File: config.mk
export PLATFORM = sky130hd
export DESIGN_NAME = ttp_timer_unit
export DESIGN_NICKNAME = d
export VERILOG_FILES = /design/src/ttp_pkg.sv /design/src/ttp_timer_unit.sv
export SDC_FILE = /design/constraint.sdc
export NUM_CORES = 1
export LEC_CHECK = 0
export BUFFER_PORTS_ARGS = -buffer_cell sky130_fd_sc_hd__buf_2
export CAP_MARGIN = 15
export CELL_PAD_IN_SITES_DETAIL_PLACEMENT = 1
export CELL_PAD_IN_SITES_GLOBAL_PLACEMENT = 2
export CORE_MARGIN = 2
export CORE_UTILIZATION = 30
export DETAILED_ROUTE_END_ITERATION = 10
export PLACE_DENSITY_LB_ADDON = 0.1
export SYNTH_ARGS = -nofsm -noshare
export SYNTH_HDL_FRONTEND = slang
export SYNTH_SLANG_ARGS = --single-unit
File: constraint.sdc
create_clock -name clk_sys_in -period 3.3 [get_ports clk_sys_in]
set_input_delay 0.33 -clock clk_sys_in [delete_from_list [all_inputs] [get_ports clk_sys_in]]
set_output_delay 0.33 -clock clk_sys_in [all_outputs]
set_load 0.05 [all_outputs]
File: src/ttp_pkg.sv
// Constants for the triple timer and waveform unit
// What this block does
// - Three independent timers, each with a 16-bit count.
// - Pin timers count input pin events or drive one-shot or duty waveforms.
// - Internal timer has no pins; prescales pin timers or requests DMA.
// - Each timer is serviced once every fourth clock cycle.
// - An input pin event reaches its timer within six clock cycles.
// - An output pin changes within six cycles of its clock event.
// - Each timer has a maximum count that ends its cycle.
// - Pin timers alternate between primary and secondary maximum counts.
// - Core clock is four times the crystal rate, 40 from 10 MHz.
// - Power save slows timers; any interrupt restores full rate.
package ttp_pkg;
    localparam int          TIMER_W      = 16;
    localparam int          NUM_TIMERS   = 3;
    localparam int          NUM_PIN      = 2;
    localparam int          SLOTS        = 4;
    localparam logic [1:0]  SLOT_IDLE    = 2'h3;
    localparam int          XTAL_KHZ     = 10000;
    localparam int          CLK_MULT     = 4;
    localparam int          CORE_KHZ     = XTAL_KHZ * CLK_MULT;
    localparam int          PS_DIV       = 4;
    localparam int          REACT_MAX    = 6;
    localparam logic [15:0] CNT_RST      = 16'h0000;
    localparam logic        TOUT_RST     = 1'b1;
    localparam logic        TIN_IDLE     = 1'b1;
endpackage : ttp_pkg

File: src/ttp_timer_unit.sv
// Three timer unit with two pin timers and one internal prescale timer
`timescale 1ns/1ns
module ttp_timer_unit #(
    parameter int W      = ttp_pkg::TIMER_W,
    parameter int PS_DIV = ttp_pkg::PS_DIV
) (
    // Clock and reset
    input  wire logic                 clk_sys_in,
    input  wire logic                 arst_n_in,
    // Timer pins
    input  wire logic [1:0]           tin_in,
    output logic      [1:0]           tout_out,
    // Per timer setup, index 2 is the internal prescale timer
    input  wire logic [2:0]           en_in,
    input  wire logic [2:0]           cont_in,
    input  wire logic [1:0]           ext_clk_in,
    input  wire logic [1:0]           prescale_in,
    input  wire logic [1:0]           alt_in,
    input  wire logic [2:0][W-1:0]    max_a_in,
    input  wire logic [1:0][W-1:0]    max_b_in,
    // Power save and interrupt
    input  wire logic                 ps_req_in,
    input  wire logic                 irq_in,
    // Status
    output logic      [2:0][W-1:0]    cnt_out,
    output logic      [2:0]           done_out,
    output logic      [1:0]           limit_sel_out,
    output logic                      dreq_out,
    output logic                      ps_active_out
);
    if (W != ttp_pkg::TIMER_W || PS_DIV < 1 || PS_DIV > 256) begin : g_bad_cfg
        $error("ttp_timer_unit: unsupported W or PS_DIV");
    end
    if (ttp_pkg::CORE_KHZ != ttp_pkg::XTAL_KHZ * 4) begin : g_bad_clk
        $error("ttp_timer_unit: core clock must be four times the crystal");
    end

    function automatic logic at_limit(input logic [W-1:0] c, input logic [W-1:0] l);
        at_limit = (c == l);
    endfunction : at_limit

    logic [1:0]          slot_r;
    logic [7:0]          ps_cnt_r;
    logic                ps_r;
    logic [2:0]          en_q_r;
    logic [2:0]          run_r;
    logic [1:0]          tin_q_r;
    logic [1:0]          pend_ext_r;
    logic [1:0]          pend_pre_r;
    logic [1:0]          sel_r;
    logic [1:0]          tout_r;
    logic [2:0][W-1:0]   cnt_r;
    logic [2:0]          done_r;
    logic                dreq_r;
    logic                round_ok;
    logic [2:0]          svc;
    logic [2:0]          tick;
    logic [2:0]          wrap;
    logic [2:0][W-1:0]   lim;
    logic [2:0]          alt_hold;

    // Slot, tick source and limit selection
    always_comb begin
        round_ok = !ps_r || (ps_cnt_r == 8'h00);
        for (int i = 0; i < 3; i++) begin
            svc[i] = (slot_r == 2'(i)) && round_ok;
        end
        tick[2]     = 1'b1;
        lim[2]      = max_a_in[2];
        alt_hold[2] = 1'b0;
        for (int i = 0; i < 2; i++) begin
            tick[i] = ext_clk_in[i] ? pend_ext_r[i] :
                      prescale_in[i] ? pend_pre_r[i] : 1'b1;
            lim[i]  = (alt_in[i] && sel_r[i]) ? max_b_in[i] : max_a_in[i];
            // Single shot in alternate mode runs on through the primary cycle
            alt_hold[i] = alt_in[i] && !sel_r[i];
        end
        for (int i = 0; i < 3; i++) begin
            wrap[i] = svc[i] && run_r[i] && tick[i] && at_limit(cnt_r[i], lim[i]);
        end
    end

    // Service slot rotation
    always_ff @(posedge clk_sys_in or negedge arst_n_in) begin
        if (!arst_n_in) begin
            slot_r <= 2'h0;
        end else begin
            slot_r <= slot_r + 2'h1;
        end
    end

    // Power save state and round divider
    always_ff @(posedge clk_sys_in or negedge arst_n_in) begin
        if (!arst_n_in) begin
            ps_r     <= 1'b0;
            ps_cnt_r <= 8'h00;
        end else begin
            if (irq_in) begin
                ps_r <= 1'b0;
            end else if (ps_req_in) begin
                ps_r <= 1'b1;
            end
            if (!ps_r) begin
                ps_cnt_r <= 8'h00;
            end else if (slot_r == ttp_pkg::SLOT_IDLE) begin
                ps_cnt_r <= (ps_cnt_r == 8'(PS_DIV - 1)) ? 8'h00 : ps_cnt_r + 8'h01;
            end
        end
    end

    // Run control, one shot stops after its cycle
    always_ff @(posedge clk_sys_in or negedge arst_n_in) begin
        if (!arst_n_in) begin
            en_q_r <= 3'h0;
            run_r  <= 3'h0;
        end else begin
            en_q_r <= en_in;
            for (int i = 0; i < 3; i++) begin
                if (!en_in[i]) begin
                    run_r[i] <= 1'b0;
                end else if (!en_q_r[i]) begin
                    run_r[i] <= 1'b1;
                end else if (wrap[i] && !cont_in[i] && !alt_hold[i]) begin
                    run_r[i] <= 1'b0;
                end
            end
        end
    end

    // Pending input events and prescale ticks; a new event beats the clear
    always_ff @(posedge clk_sys_in or negedge arst_n_in) begin
        if (!arst_n_in) begin
            tin_q_r    <= {2{ttp_pkg::TIN_IDLE}};
            pend_ext_r <= 2'h0;
            pend_pre_r <= 2'h0;
        end else begin
            tin_q_r <= tin_in;
            for (int i = 0; i < 2; i++) begin
                if (tin_in[i] && !tin_q_r[i]) begin
                    pend_ext_r[i] <= 1'b1;
                end else if (svc[i]) begin
                    pend_ext_r[i] <= 1'b0;
                end
                if (wrap[2]) begin
                    pend_pre_r[i] <= 1'b1;
                end else if (svc[i]) begin
                    pend_pre_r[i] <= 1'b0;
                end
            end
        end
    end

    // Counters
    always_ff @(posedge clk_sys_in or negedge arst_n_in) begin
        if (!arst_n_in) begin
            cnt_r <= {3{ttp_pkg::CNT_RST}};
        end else begin
            for (int i = 0; i < 3; i++) begin
                if (en_in[i] && !en_q_r[i]) begin
                    cnt_r[i] <= ttp_pkg::CNT_RST;
                end else if (wrap[i]) begin
                    cnt_r[i] <= ttp_pkg::CNT_RST;
                end else if (svc[i] && run_r[i] && tick[i]) begin
                    cnt_r[i] <= cnt_r[i] + 16'h0001;
                end
            end
        end
    end

    // Limit select and pin outputs
    always_ff @(posedge clk_sys_in or negedge arst_n_in) begin
        if (!arst_n_in) begin
            sel_r  <= 2'h0;
            tout_r <= {2{ttp_pkg::TOUT_RST}};
        end else begin
            for (int i = 0; i < 2; i++) begin
                if (!alt_in[i]) begin
                    sel_r[i] <= 1'b0;
                    if (wrap[i]) begin
                        tout_r[i] <= 1'b0;
                    end else if (svc[i]) begin
                        tout_r[i] <= 1'b1;
                    end
                end else if (wrap[i]) begin
                    sel_r[i]  <= ~sel_r[i];
                    tout_r[i] <= sel_r[i];
                end
            end
        end
    end

    // Completion pulses and DMA request
    always_ff @(posedge clk_sys_in or negedge arst_n_in) begin
        if (!arst_n_in) begin
            done_r <= 3'h0;
            dreq_r <= 1'b0;
        end else begin
            done_r <= wrap;
            dreq_r <= wrap[2];
        end
    end

    assign tout_out      = tout_r;
    assign cnt_out       = cnt_r;
    assign done_out      = done_r;
    assign limit_sel_out = sel_r;
    assign dreq_out      = dreq_r;
    assign ps_active_out = ps_r;

    svc_spacing_a: assert property (@(posedge clk_sys_in) disable iff (!arst_n_in)
        svc[0] |=> !svc[0] [*3])
        else $error("timer serviced more often than every fourth cycle");
    ext_react_a: assert property (@(posedge clk_sys_in) disable iff (!arst_n_in)
        ($rose(pend_ext_r[0]) && !ps_r && !ps_req_in) |-> ##[0:3] (svc[0] && pend_ext_r[0]))
        else $error("input event not taken within six cycles");
    out_resp_a: assert property (@(posedge clk_sys_in) disable iff (!arst_n_in)
        $changed(tout_r[0]) |-> $past(svc[0]))
        else $error("output changed outside its service slot");
    wrap_zero_a: assert property (@(posedge clk_sys_in) disable iff (!arst_n_in)
        wrap[1] |=> cnt_r[1] == 16'h0000)
        else $error("count did not restart at maximum");
    alt_swap_a: assert property (@(posedge clk_sys_in) disable iff (!arst_n_in)
        (wrap[1] && alt_in[1]) |=> (sel_r[1] != $past(sel_r[1])) && (tout_r[1] == !sel_r[1]))
        else $error("alternate limit or level not swapped");
    ps_exit_a: assert property (@(posedge clk_sys_in) disable iff (!arst_n_in)
        irq_in |=> !ps_r ##1 (svc[0] || svc[1] || svc[2] || slot_r == ttp_pkg::SLOT_IDLE))
        else $error("interrupt did not restore full rate");
    dreq_pulse_a: assert property (@(posedge clk_sys_in) disable iff (!arst_n_in)
        wrap[2] |=> dreq_r ##1 !dreq_r)
        else $error("dma request not a one cycle pulse on wrap");
    cnt_step_a: assert property (@(posedge clk_sys_in) disable iff (!arst_n_in)
        $changed(cnt_r[2]) |-> (cnt_r[2] == 16'h0000 || cnt_r[2] == $past(cnt_r[2]) + 16'h0001))
        else $error("count moved by other than one");
    one_shot_a: assert property (@(posedge clk_sys_in) disable iff (!arst_n_in)
        (wrap[2] && !cont_in[2] && en_q_r[2] && en_in[2]) |=> !run_r[2])
        else $error("single shot timer kept running");
endmodule : ttp_timer_unit

### Yosys cells after proc, flatten, opt, wreduce, memory -nomap -nowiden

Cells that the tools add are included.
W data, S select, Z words.

* logic and storage cells: 141
* flip-flop bits (word level): 79
* input port bits: 98
* output and inout port bits: 57

* $add $sub $neg: 5
* equal/unequal tests: 13
* bitwise logic cells: 2
* reductions and logical operators: 53
* mux-type cells: 47

Operators with widths (count)
* $mux W16: 11
* $add A16 B1 Y16 const B: 3
* $eq A16 B16 Y1: 3
* $mux W1: 33
* $logic_and A1 B1 Y1: 25
* $mux W8: 3
* $reduce_bool A2 Y1: 7
* $logic_not A1 Y1: 13
* $ne A3 B2 Y1 const B: 3
* $reduce_bool A3 Y1: 3
* $add A8 B1 Y8 const B: 1
* $eq A8 B2 Y1 const B: 1
* $logic_not A8 Y1: 1
* $ne A2 B1 Y1 const B: 3
* $eq A2 B2 Y1 const B: 2
* $reduce_and A2 Y1: 2
* $add A2 B1 Y2 const B: 1
* $eq A2 B1 Y1 const B: 1
* $logic_not A2 Y1: 1
* $not A1 Y1: 2
* $logic_or A1 B1 Y1: 1

### Logic depth before layout (Yosys ltp)

Gate-level depths: netlist of run 1.

* depth after elaboration: 11
* depth in mapped cells: 10
* mapped depth without buffers: 9

### Worst setup path before layout of run 1

Ideal clock, no wire load.

* path kind: register -> register
* start point: register sel_r[1], in the netlist limit_sel_out[1]
* end point: register cnt_r, in the netlist cnt_out[22]
* required time: 3.179 ns
* clock period less this slack: 2.544 ns
* library setup time: 0.121 ns
* data arrival time: 2.422 ns
* cell stages (with the launch flop): 10
* path slack: 0.756 ns
* buffers on the path: 2
* cells stage by stage: dfrtp_1 -> nand2_1 -> buf_2 -> a2111oi_0 -> a31oi_1 -> nor4_1 -> nand4_1 -> o21ai_2 -> buf_2 -> nor2_1

* word-level cells in the longest chain between the ends: 6
* elaborated cells between the ends (all ways): 7
* classes of those cells: 1 x eq/ne; 3 x mux; 3 x reduce/logical

Ends and longest elaborated chain
* start, declared: RTL line ttp_timer_unit.sv:50 `logic [1:0] sel_r;`
* start signal, assigned by index: RTL line ttp_timer_unit.sv:185 `sel_r[i] <= ~sel_r[i];`
* $logic_and A1 B1 Y1 (*): RTL line ttp_timer_unit.sv:74 `lim[i] = (alt_in[i] && sel_r[i]) ? max_b_in[i] : max_a_in[i];`
* $mux W16 (*): RTL line ttp_timer_unit.sv:74
* $eq A16 B16 Y1 (*): RTL line ttp_timer_unit.sv:39 `at_limit = (c == l);`
* $logic_and A1 B1 Y1 (*): RTL line ttp_timer_unit.sv:79 `wrap[i] = svc[i] && run_r[i] && tick[i] && at_limit(cnt_r[i], lim[i]);`
* $mux W16: RTL line ttp_timer_unit.sv:161 `end else if (wrap[i]) begin`
* $mux W16: RTL line ttp_timer_unit.sv:159 `if (en_in[i] && !en_q_r[i]) begin`
* end signal, assigned by index: RTL line ttp_timer_unit.sv:160 `cnt_r[i] <= ttp_pkg::CNT_RST;`
* end signal, assigned by index: RTL line ttp_timer_unit.sv:162 `cnt_r[i] <= ttp_pkg::CNT_RST;`
* end signal, assigned by index: RTL line ttp_timer_unit.sv:164 `cnt_r[i] <= cnt_r[i] + 16'h0001;`
* end, declared: RTL line ttp_timer_unit.sv:52 `logic [2:0][W-1:0] cnt_r;`

Every way passes the cells marked *; elsewhere a longest branch is shown, timed or not.
A chain may end at the register's enable or synchronous reset.

### Worst setup path after layout of run 1

* start point: register ps_cnt_r[3]
* end point: register tout_r[0], in the netlist tout_out[0]

* word-level cells in the longest chain between the ends: 8
* elaborated cells between the ends (all ways): 11
* classes of those cells: 1 x eq/ne; 2 x mux; 8 x reduce/logical

Ends and longest elaborated chain
* start, declared: RTL line ttp_timer_unit.sv:43 `logic [7:0] ps_cnt_r;`
* start signal, assigned: RTL line ttp_timer_unit.sv:106 `ps_cnt_r <= (ps_cnt_r == 8'(PS_DIV - 1)) ? 8'h00 : ps_cnt_r + 8'h01;`
* $logic_not A8 Y1 (*): RTL line ttp_timer_unit.sv:64 `round_ok = !ps_r || (ps_cnt_r == 8'h00);`
* $logic_or A1 B1 Y1 (*): RTL line ttp_timer_unit.sv:64
* $logic_and A1 B1 Y1 (*): RTL line ttp_timer_unit.sv:66 `svc[i] = (slot_r == 2'(i)) && round_ok;`
* $logic_and A1 B1 Y1 (3 in series): RTL line ttp_timer_unit.sv:79
* $ne A2 B1 Y1 (no line), or another cell as far along
* $reduce_and A2 Y1 (no line) or $mux W1 (tied branches)
* end signal, assigned: RTL line ttp_timer_unit.sv:174 `tout_r <= {2{ttp_pkg::TOUT_RST}};`
* end signal, assigned by index: RTL line ttp_timer_unit.sv:186 `tout_r[i] <= sel_r[i];`
* end, declared: RTL line ttp_timer_unit.sv:51 `logic [1:0] tout_r;`

Marks and branches as above.

==> impl_metrics.json, run 1 <==
{
  "cellPowerDensity_mw_per_mm2": 366,
  "maxCapViolCount": 0,
  "mappedNetlistArea_sq_mm": 0.00490,
  "netlist_instances": 552,
  "worst_hold_path_type": "primary input to flip-flop",
  "layout-drive-gt1-share_pct": 27.8,
  "antenna_left": 0,
  "clk_latency_ns": 0.35,
  "grt_max_degree": 79,
  "cts.reportedPaths.clkPinSlew_ns": 0.07,
  "overflow": 0,
  "final_util_pct": 39.2,
  "p_int_mw": 1.67,
  "crit_type": "flip-flop to flip-flop",
  "drc": 0,
  "cts_hold_buffers": 0,
  "io_pins": 155,
  "cts_made_buffers": 9,
  "routed_via_density": 4.93,
  "switching_power_mw": 0.614,
  "stdcell_count": 932,
  "initial_utilization_pct": 30.7,
  "root_buffer": "clkbuf_16",
  "wl_per_cell_um": 17.2,
  "clock.fmax_ghz": 0.346,
  "cp.required_ns": 3.56,
  "cts.sinks": 78,
  "period_needed_ns": 2.89,
  "switching_share_pct": 26.9,
  "drt-total-wl_mm": 16.0,
  "synth-main-ff-cell": "dfrtp_1",
  "post_cts_buffers": 0,
  "vias": 4596,
  "rows": 46,
  "crit_fanout": 17,
  "combPwrFrac_pct": 10.6,
  "cts_tree": "done",
  "cts_resized": 0,
  "drtPass1Iterations": 4,
  "cp-end-kind": "flip-flop",
  "place.gp.congestion": 0.841,
  "antenna_found_initial": 1,
  "synth_cell_types": 63,
  "fin_worst_skew_ns": 0.0119,
  "grtUsageTotal_pct": 18.6,
  "hold_violations": 0,
  "dieArea_sq_mm": 0.0174,
  "syn_area_per_cell_sq_um": 8.88,
  "dpl.hpwl_mm": 12.3,
  "worst_pin_slew_ns": 1.02,
  "dieWidth_um": 132,
  "area_growth_pct": 27.3,
  "async_flop_share_pct": 100,
  "rsz0062_at_grt": "false",
  "drt_iter0_markers": 181,
  "ys_seq_area_share_pct": 39.9,
  "crit_arrival_ns": 3.15,
  "setup_viol_count_final": 0,
  "htreeDepth": 3,
  "fp.dieH_um": 132,
  "dpl.cell_count": 916,
  "synthesis.nets": 659,
  "numPortBuffers": 154,
  "pwr-share-clk_pct": 46.0,
  "ys_seq_elements": 78,
  "crit_path_start_kind": "flip-flop",
  "grt_pass1_vias": 4998,
  "seqPwrFrac_pct": 43.5,
  "setup_tns_ns": 0,
  "slew_headroom_pct": 31.9,
  "slew_viol_final": 0,
  "n_antenna_cell": 0,
  "power.leakage_nw": 3.02,
  "outcome": "completed",
  "layout_common_cells": "buf_2, dfrtp_1, nor2_1",
  "nets": 818,
  "synth-edff-count": 0,
  "grt_pass1_wl_mm": 26.0,
  "core_area_sq_mm": 0.0159,
  "final_common_cell": "buf_2",
  "yosysWarnings": 0,
  "fin_crit_sh_pct": 87.5,
  "irDropWorstVdd_uv": 246,
  "clk_path_buf_depth": 2
}
-- synthesized netlist by cell type, types with 11 or more instances --
cell | instances | area share, %
nand2b_1 | 13 | 1.7
nand4_1 | 15 | 1.9
xnor2_1 | 32 | 5.7
o21ai_0 | 29 | 3.0
inv_1 | 40 | 3.1
xor2_1 | 42 | 7.5
nor2_1 | 61 | 4.7
nor3_1 | 18 | 1.8
and3_1 | 14 | 1.8
nand2_1 | 43 | 3.3
a21oi_1 | 11 | 1.1
nor4_1 | 14 | 1.8
nand3_1 | 25 | 2.6
mux2i_1 | 12 | 2.5
dfrtp_1 | 74 | 38
-- power by group through the flow --
stage	clock network (mW)	logic [mW]	registers (mW)
3_3_place_gp	0	0.242	1.01
3_5_place_dp	0	0.245	1.01
2_1_floorplan	0	0.0944	1.03
4_1_cts	1.08	0.246	0.992
5_1_grt	1.11	0.269	0.995
6_report	1.05	0.241	0.992
-- flip-flops by register name, summed over array words and instances (netlist names) --
register,count
cnt_out,48
ps_cnt_r,8
limit_sel_out,2
run_r,3
ps_active_out,1
pend_ext_r,2
pend_pre_r,2
en_q_r,3
done_out,3
tin_q_r,2
slot_r,2
tout_out,2
-- final timing paths --
path,from,end,slack (ns),depth (start not counted)
min in group asynchronous,arst_n_in,pend_ext_r[1]$_DFFE_PN0P_,0.15,1
max in group asynchronous,arst_n_in,cnt_out[8]$_DFFE_PN0P_,2.49,1
worst min register to register,pend_ext_r[0]$_DFFE_PN0P_,pend_ext_r[0]$_DFFE_PN0P_,0.48,2
worst min-delay path,tin_in[1],tin_q_r[1]$_DFF_PN1_,0.08,1
worst max-delay path,ps_cnt_r[3]$_DFFE_PN0P_,tout_out[0]$_DFFE_PN1P_,0.41,6
worst max register to register,ps_cnt_r[3]$_DFFE_PN0P_,tout_out[0]$_DFFE_PN1P_,0.41,6
-- layout make-up --
type                    instances  area [sq um]
clock inverters                 7          78.8
repair buffers                163           841
multi-input cells             419          2720
inverters                      40           150
fillers                      1939          9700
well taps                     216           270
clock buffers                   9           225
flip-flops and latches         78          1960
-- cells by family after synthesis --
logic type / synth area share, %
AOI/OAI and AO/OA: 12.7
xor gates and xnor gates: 13.2
adders and majority gates: 2.30
buffers and inverters: 4.59
DFF: 39.9
muxes: 2.68
and+or+nand+nor: 24.6
-- critical path: stages, from the launching register on --
cell,delay [ns]
dfrtp_1,0.43
or4_4,0.57
o31ai_2,0.35
nand2_1,0.21
or2_0,0.47
nor2_4,0.51
mux2i_1,0.26
-- stage by stage --
step	worst slack, ns	cell area (sq um)	total power, mW	hold WS (ns)
5_1_grt	0.211	6240	2.37	0.0746
2_1_floorplan	0.756	4900	1.12	0.0344
4_1_cts	0.362	6240	2.32	0.0703
6_report	0.413	6240	2.28	0.0828
3_3_place_gp	0.499	5940	1.25	0.440
3_5_place_dp	0.384	5940	1.26	0.449
-- layer usage --
metal  global-route usage, %  up-vias  part of all wire [%]
li1                        -     2242                     -
met1                    22.4     2237                    44
met2                    33.1       96                    50
met3                    4.58       19                   4.1
met4                    4.59        2                   1.5
met5                       0        -                 0.069
(Power assumes the default switching activity.)
==> run 2, diff against run 1 <==
- CAP_MARGIN: 15 -> unset
- CELL_PAD_IN_SITES_DETAIL_PLACEMENT: 1 -> unset
- CELL_PAD_IN_SITES_GLOBAL_PLACEMENT: 2 -> unset
- CORE_UTILIZATION: 30 -> 52
- PLACE_DENSITY: unset -> 0.81
- PLACE_DENSITY_LB_ADDON: 0.1 -> unset
==> run 2 against run 1 <==
Effect of this change: routed wire length decreased by 18%; critical path depth is the same; first-iteration DRC count rose by 18%; power fell by 15%; worst hold slack got worse by 0.0090 ns; sequential share of layout area rose by 1.5 points; non-clock buffer count shrank 5; final area down 4.5%; fmax rose by 0.75%; clock skew increased by 0.0025 ns; combinational power is 3% lower; via count is 2.1% higher; critical path type unchanged; largest power group is now registers.
==> impl_metrics.json, run 2 (synthesis results as in run 1) <==
{
  "drtPass1Iterations": 5,
  "hold_depth": 1,
  "cellPowerDensity_mw_per_mm2": 325,
  "rsz0062_at_grt": "false",
  "cp-end-kind": "flip-flop",
  "cts_hold_buffers": 0,
  "post_cts_buffers": 0,
  "worst_hold_path_type": "primary input to flip-flop",
  "grt_pass1_wl_mm": 21.3,
  "critical_path_buf_inv_count": 0,
  "initial_utilization_pct": 53.3,
  "cts.reportedPaths.clkPinSlew_ns": 0.08,
  "grt_max_degree": 79,
  "outcome": "completed",
  "fp.dieH_um": 101,
  "seqPwrFrac_pct": 51.2,
  "slew_headroom_pct": 35.0,
  "clock.fmax_ghz": 0.349,
  "final_common_cell": "buf_2",
  "worstSetupPathDepth": 6,
  "cts.sinks": 78,
  "layout_common_cells": "buf_2, dfrtp_1, nor2_1",
  "vias": 4694,
  "rows": 35,
  "drc": 0,
  "n_antenna_cell": 0,
  "grt_pass1_vias": 4550,
  "dieArea_sq_mm": 0.0102,
  "cp.required_ns": 3.58,
  "maxCapViolCount": 0,
  "crit_slowest_cell": "or4_4",
  "place.gp.congestion": 1.01,
  "htreeDepth": 3,
  "routed_via_density": 5.71,
  "combPwrFrac_pct": 12.0,
  "period_needed_ns": 2.87,
  "largest_reg_flops": 48,
  "crit_fanout": 17,
  "core_area_sq_mm": 0.00920,
  "grtUsageMet1_pct": 34.2,
  "pwr-share-clk_pct": 36.7,
  "drt-total-wl_mm": 13.1,
  "layout-drive-gt1-share_pct": 27.0,
  "cts_tree": "done",
  "worst_slack_ns": 0.434,
  "setup_tns_ns": 0,
  "hold_violations": 0,
  "clk_path_buf_depth": 2,
  "crit_type": "flip-flop to flip-flop",
  "top_usage_layer": "met2",
  "irDropWorstVdd_uv": 259,
  "use_met2_pct": 43.8,
  "nets": 813,
  "dpl.hpwl_mm": 10.1,
  "switching_share_pct": 26.7,
  "pre_cts_ws_ns": 0.468,
  "fin_worst_skew_ns": 0.0144,
  "cts_made_buffers": 9,
  "antenna_left": 0,
  "crit_arrival_ns": 3.14,
  "power.leakage_nw": 2.94,
  "cp_top_family": "simple AND/OR/NAND/NOR gates",
  "clk_latency_ns": 0.36,
  "setup_viol_count_final": 0,
  "io_pins": 155,
  "crit_chain": "or4_4 > o31ai_2 > nand2_1 > or2_0 > nor2_4 > mux2i_1",
  "wl_per_cell_um": 16.0,
  "num-fill-cells": 781,
  "use_met3_pct": 5.48,
  "fin_crit_sh_pct": 86.8,
  "drt_iter0_markers": 213,
  "crit_path_start_kind": "flip-flop",
  "area_growth_pct": 21.6,
  "cts_resized": 0,
  "numPortBuffers": 154,
  "root_buffer": "clkbuf_8",
  "antenna_found_initial": 0,
  "worst_pin_slew_ns": 0.975,
  "grtUsageTotal_pct": 26.4,
  "overflow": 0,
  "p_int_mw": 1.42,
  "switching_power_mw": 0.517,
  "slew_viol_final": 0,
  "dieWidth_um": 101,
  "max_stage_delay_ns": 0.58,
  "r2r_cells": 6
}
run 2: worst reg2reg max path, stage by stage (launching register included):
cell     delay [ns]
dfrtp_1        0.41
or4_4          0.58
o31ai_2        0.37
nand2_1        0.21
or2_0          0.45
nor2_4         0.49
mux2i_1        0.27
run 2: cell type report:
cell class              count  area (sq um)  area share (%)
multi-input cells         419          2720            45.6
inverters                  40           150            2.52
clock buffers              11           131            2.20
flip-flops and latches     78          1960            32.8
repair buffers            158           803            13.5
well taps                 111           139            2.33
clock inverters             5          60.1            1.01
run 2: per-stage QoR:
step | instances | instance area (sq um) | power, mW | hold slack [ns] | util (%)
after floorplan | 552 | 4900 | 1.12 | 0.0344 | -
after CTS | 822 | 5960 | 1.95 | 0.0642 | 64.8
after detailed placement | 806 | 5770 | 1.24 | 0.439 | 62.7
after global routing | 822 | 5960 | 2.02 | 0.0518 | 64.8
after global placement | 806 | 5770 | 1.24 | 0.428 | 62.7
final | 822 | 5960 | 1.94 | 0.0738 | 64.8
run 2: final timing paths:
path / from / end / slack [ns]
setup / recovery: ps_cnt_r[2]$_DFFE_PN0P_ / tout_out[0]$_DFFE_PN1P_ / 0.43
hold / removal: tin_in[0] / tin_q_r[0]$_DFF_PN1_ / 0.07
setup reg to reg: ps_cnt_r[2]$_DFFE_PN0P_ / tout_out[0]$_DFFE_PN1P_ / 0.43
hold reg to reg: en_q_r[2]$_DFF_PN0_ / run_r[2]$_DFFE_PN0P_ / 0.45
max in group asynchronous: arst_n_in / cnt_out[1]$_DFFE_PN0P_ / 2.54
min in group asynchronous: arst_n_in / en_q_r[1]$_DFF_PN0_ / 0.09
run 2: layer usage:
metal	share of wire, %	vias up	wire length [um]
li1	-	2232	-
met1	42	2243	5540
met2	50	193	6520
met3	6.4	26	844
met4	1.9	0	247
met5	0	-	0
run 2: power by group through the flow:
| stage | Clock [mW] | Combinational [mW] | Sequential [mW] |
|---|---|---|---|
| after floorplan | 0 | 0.0944 | 1.03 |
| after CTS | 0.721 | 0.233 | 0.991 |
| after global routing | 0.772 | 0.257 | 0.994 |
| final | 0.711 | 0.233 | 0.992 |
| after detailed placement | 0 | 0.232 | 1.01 |
| after global placement | 0 | 0.228 | 1.01 |
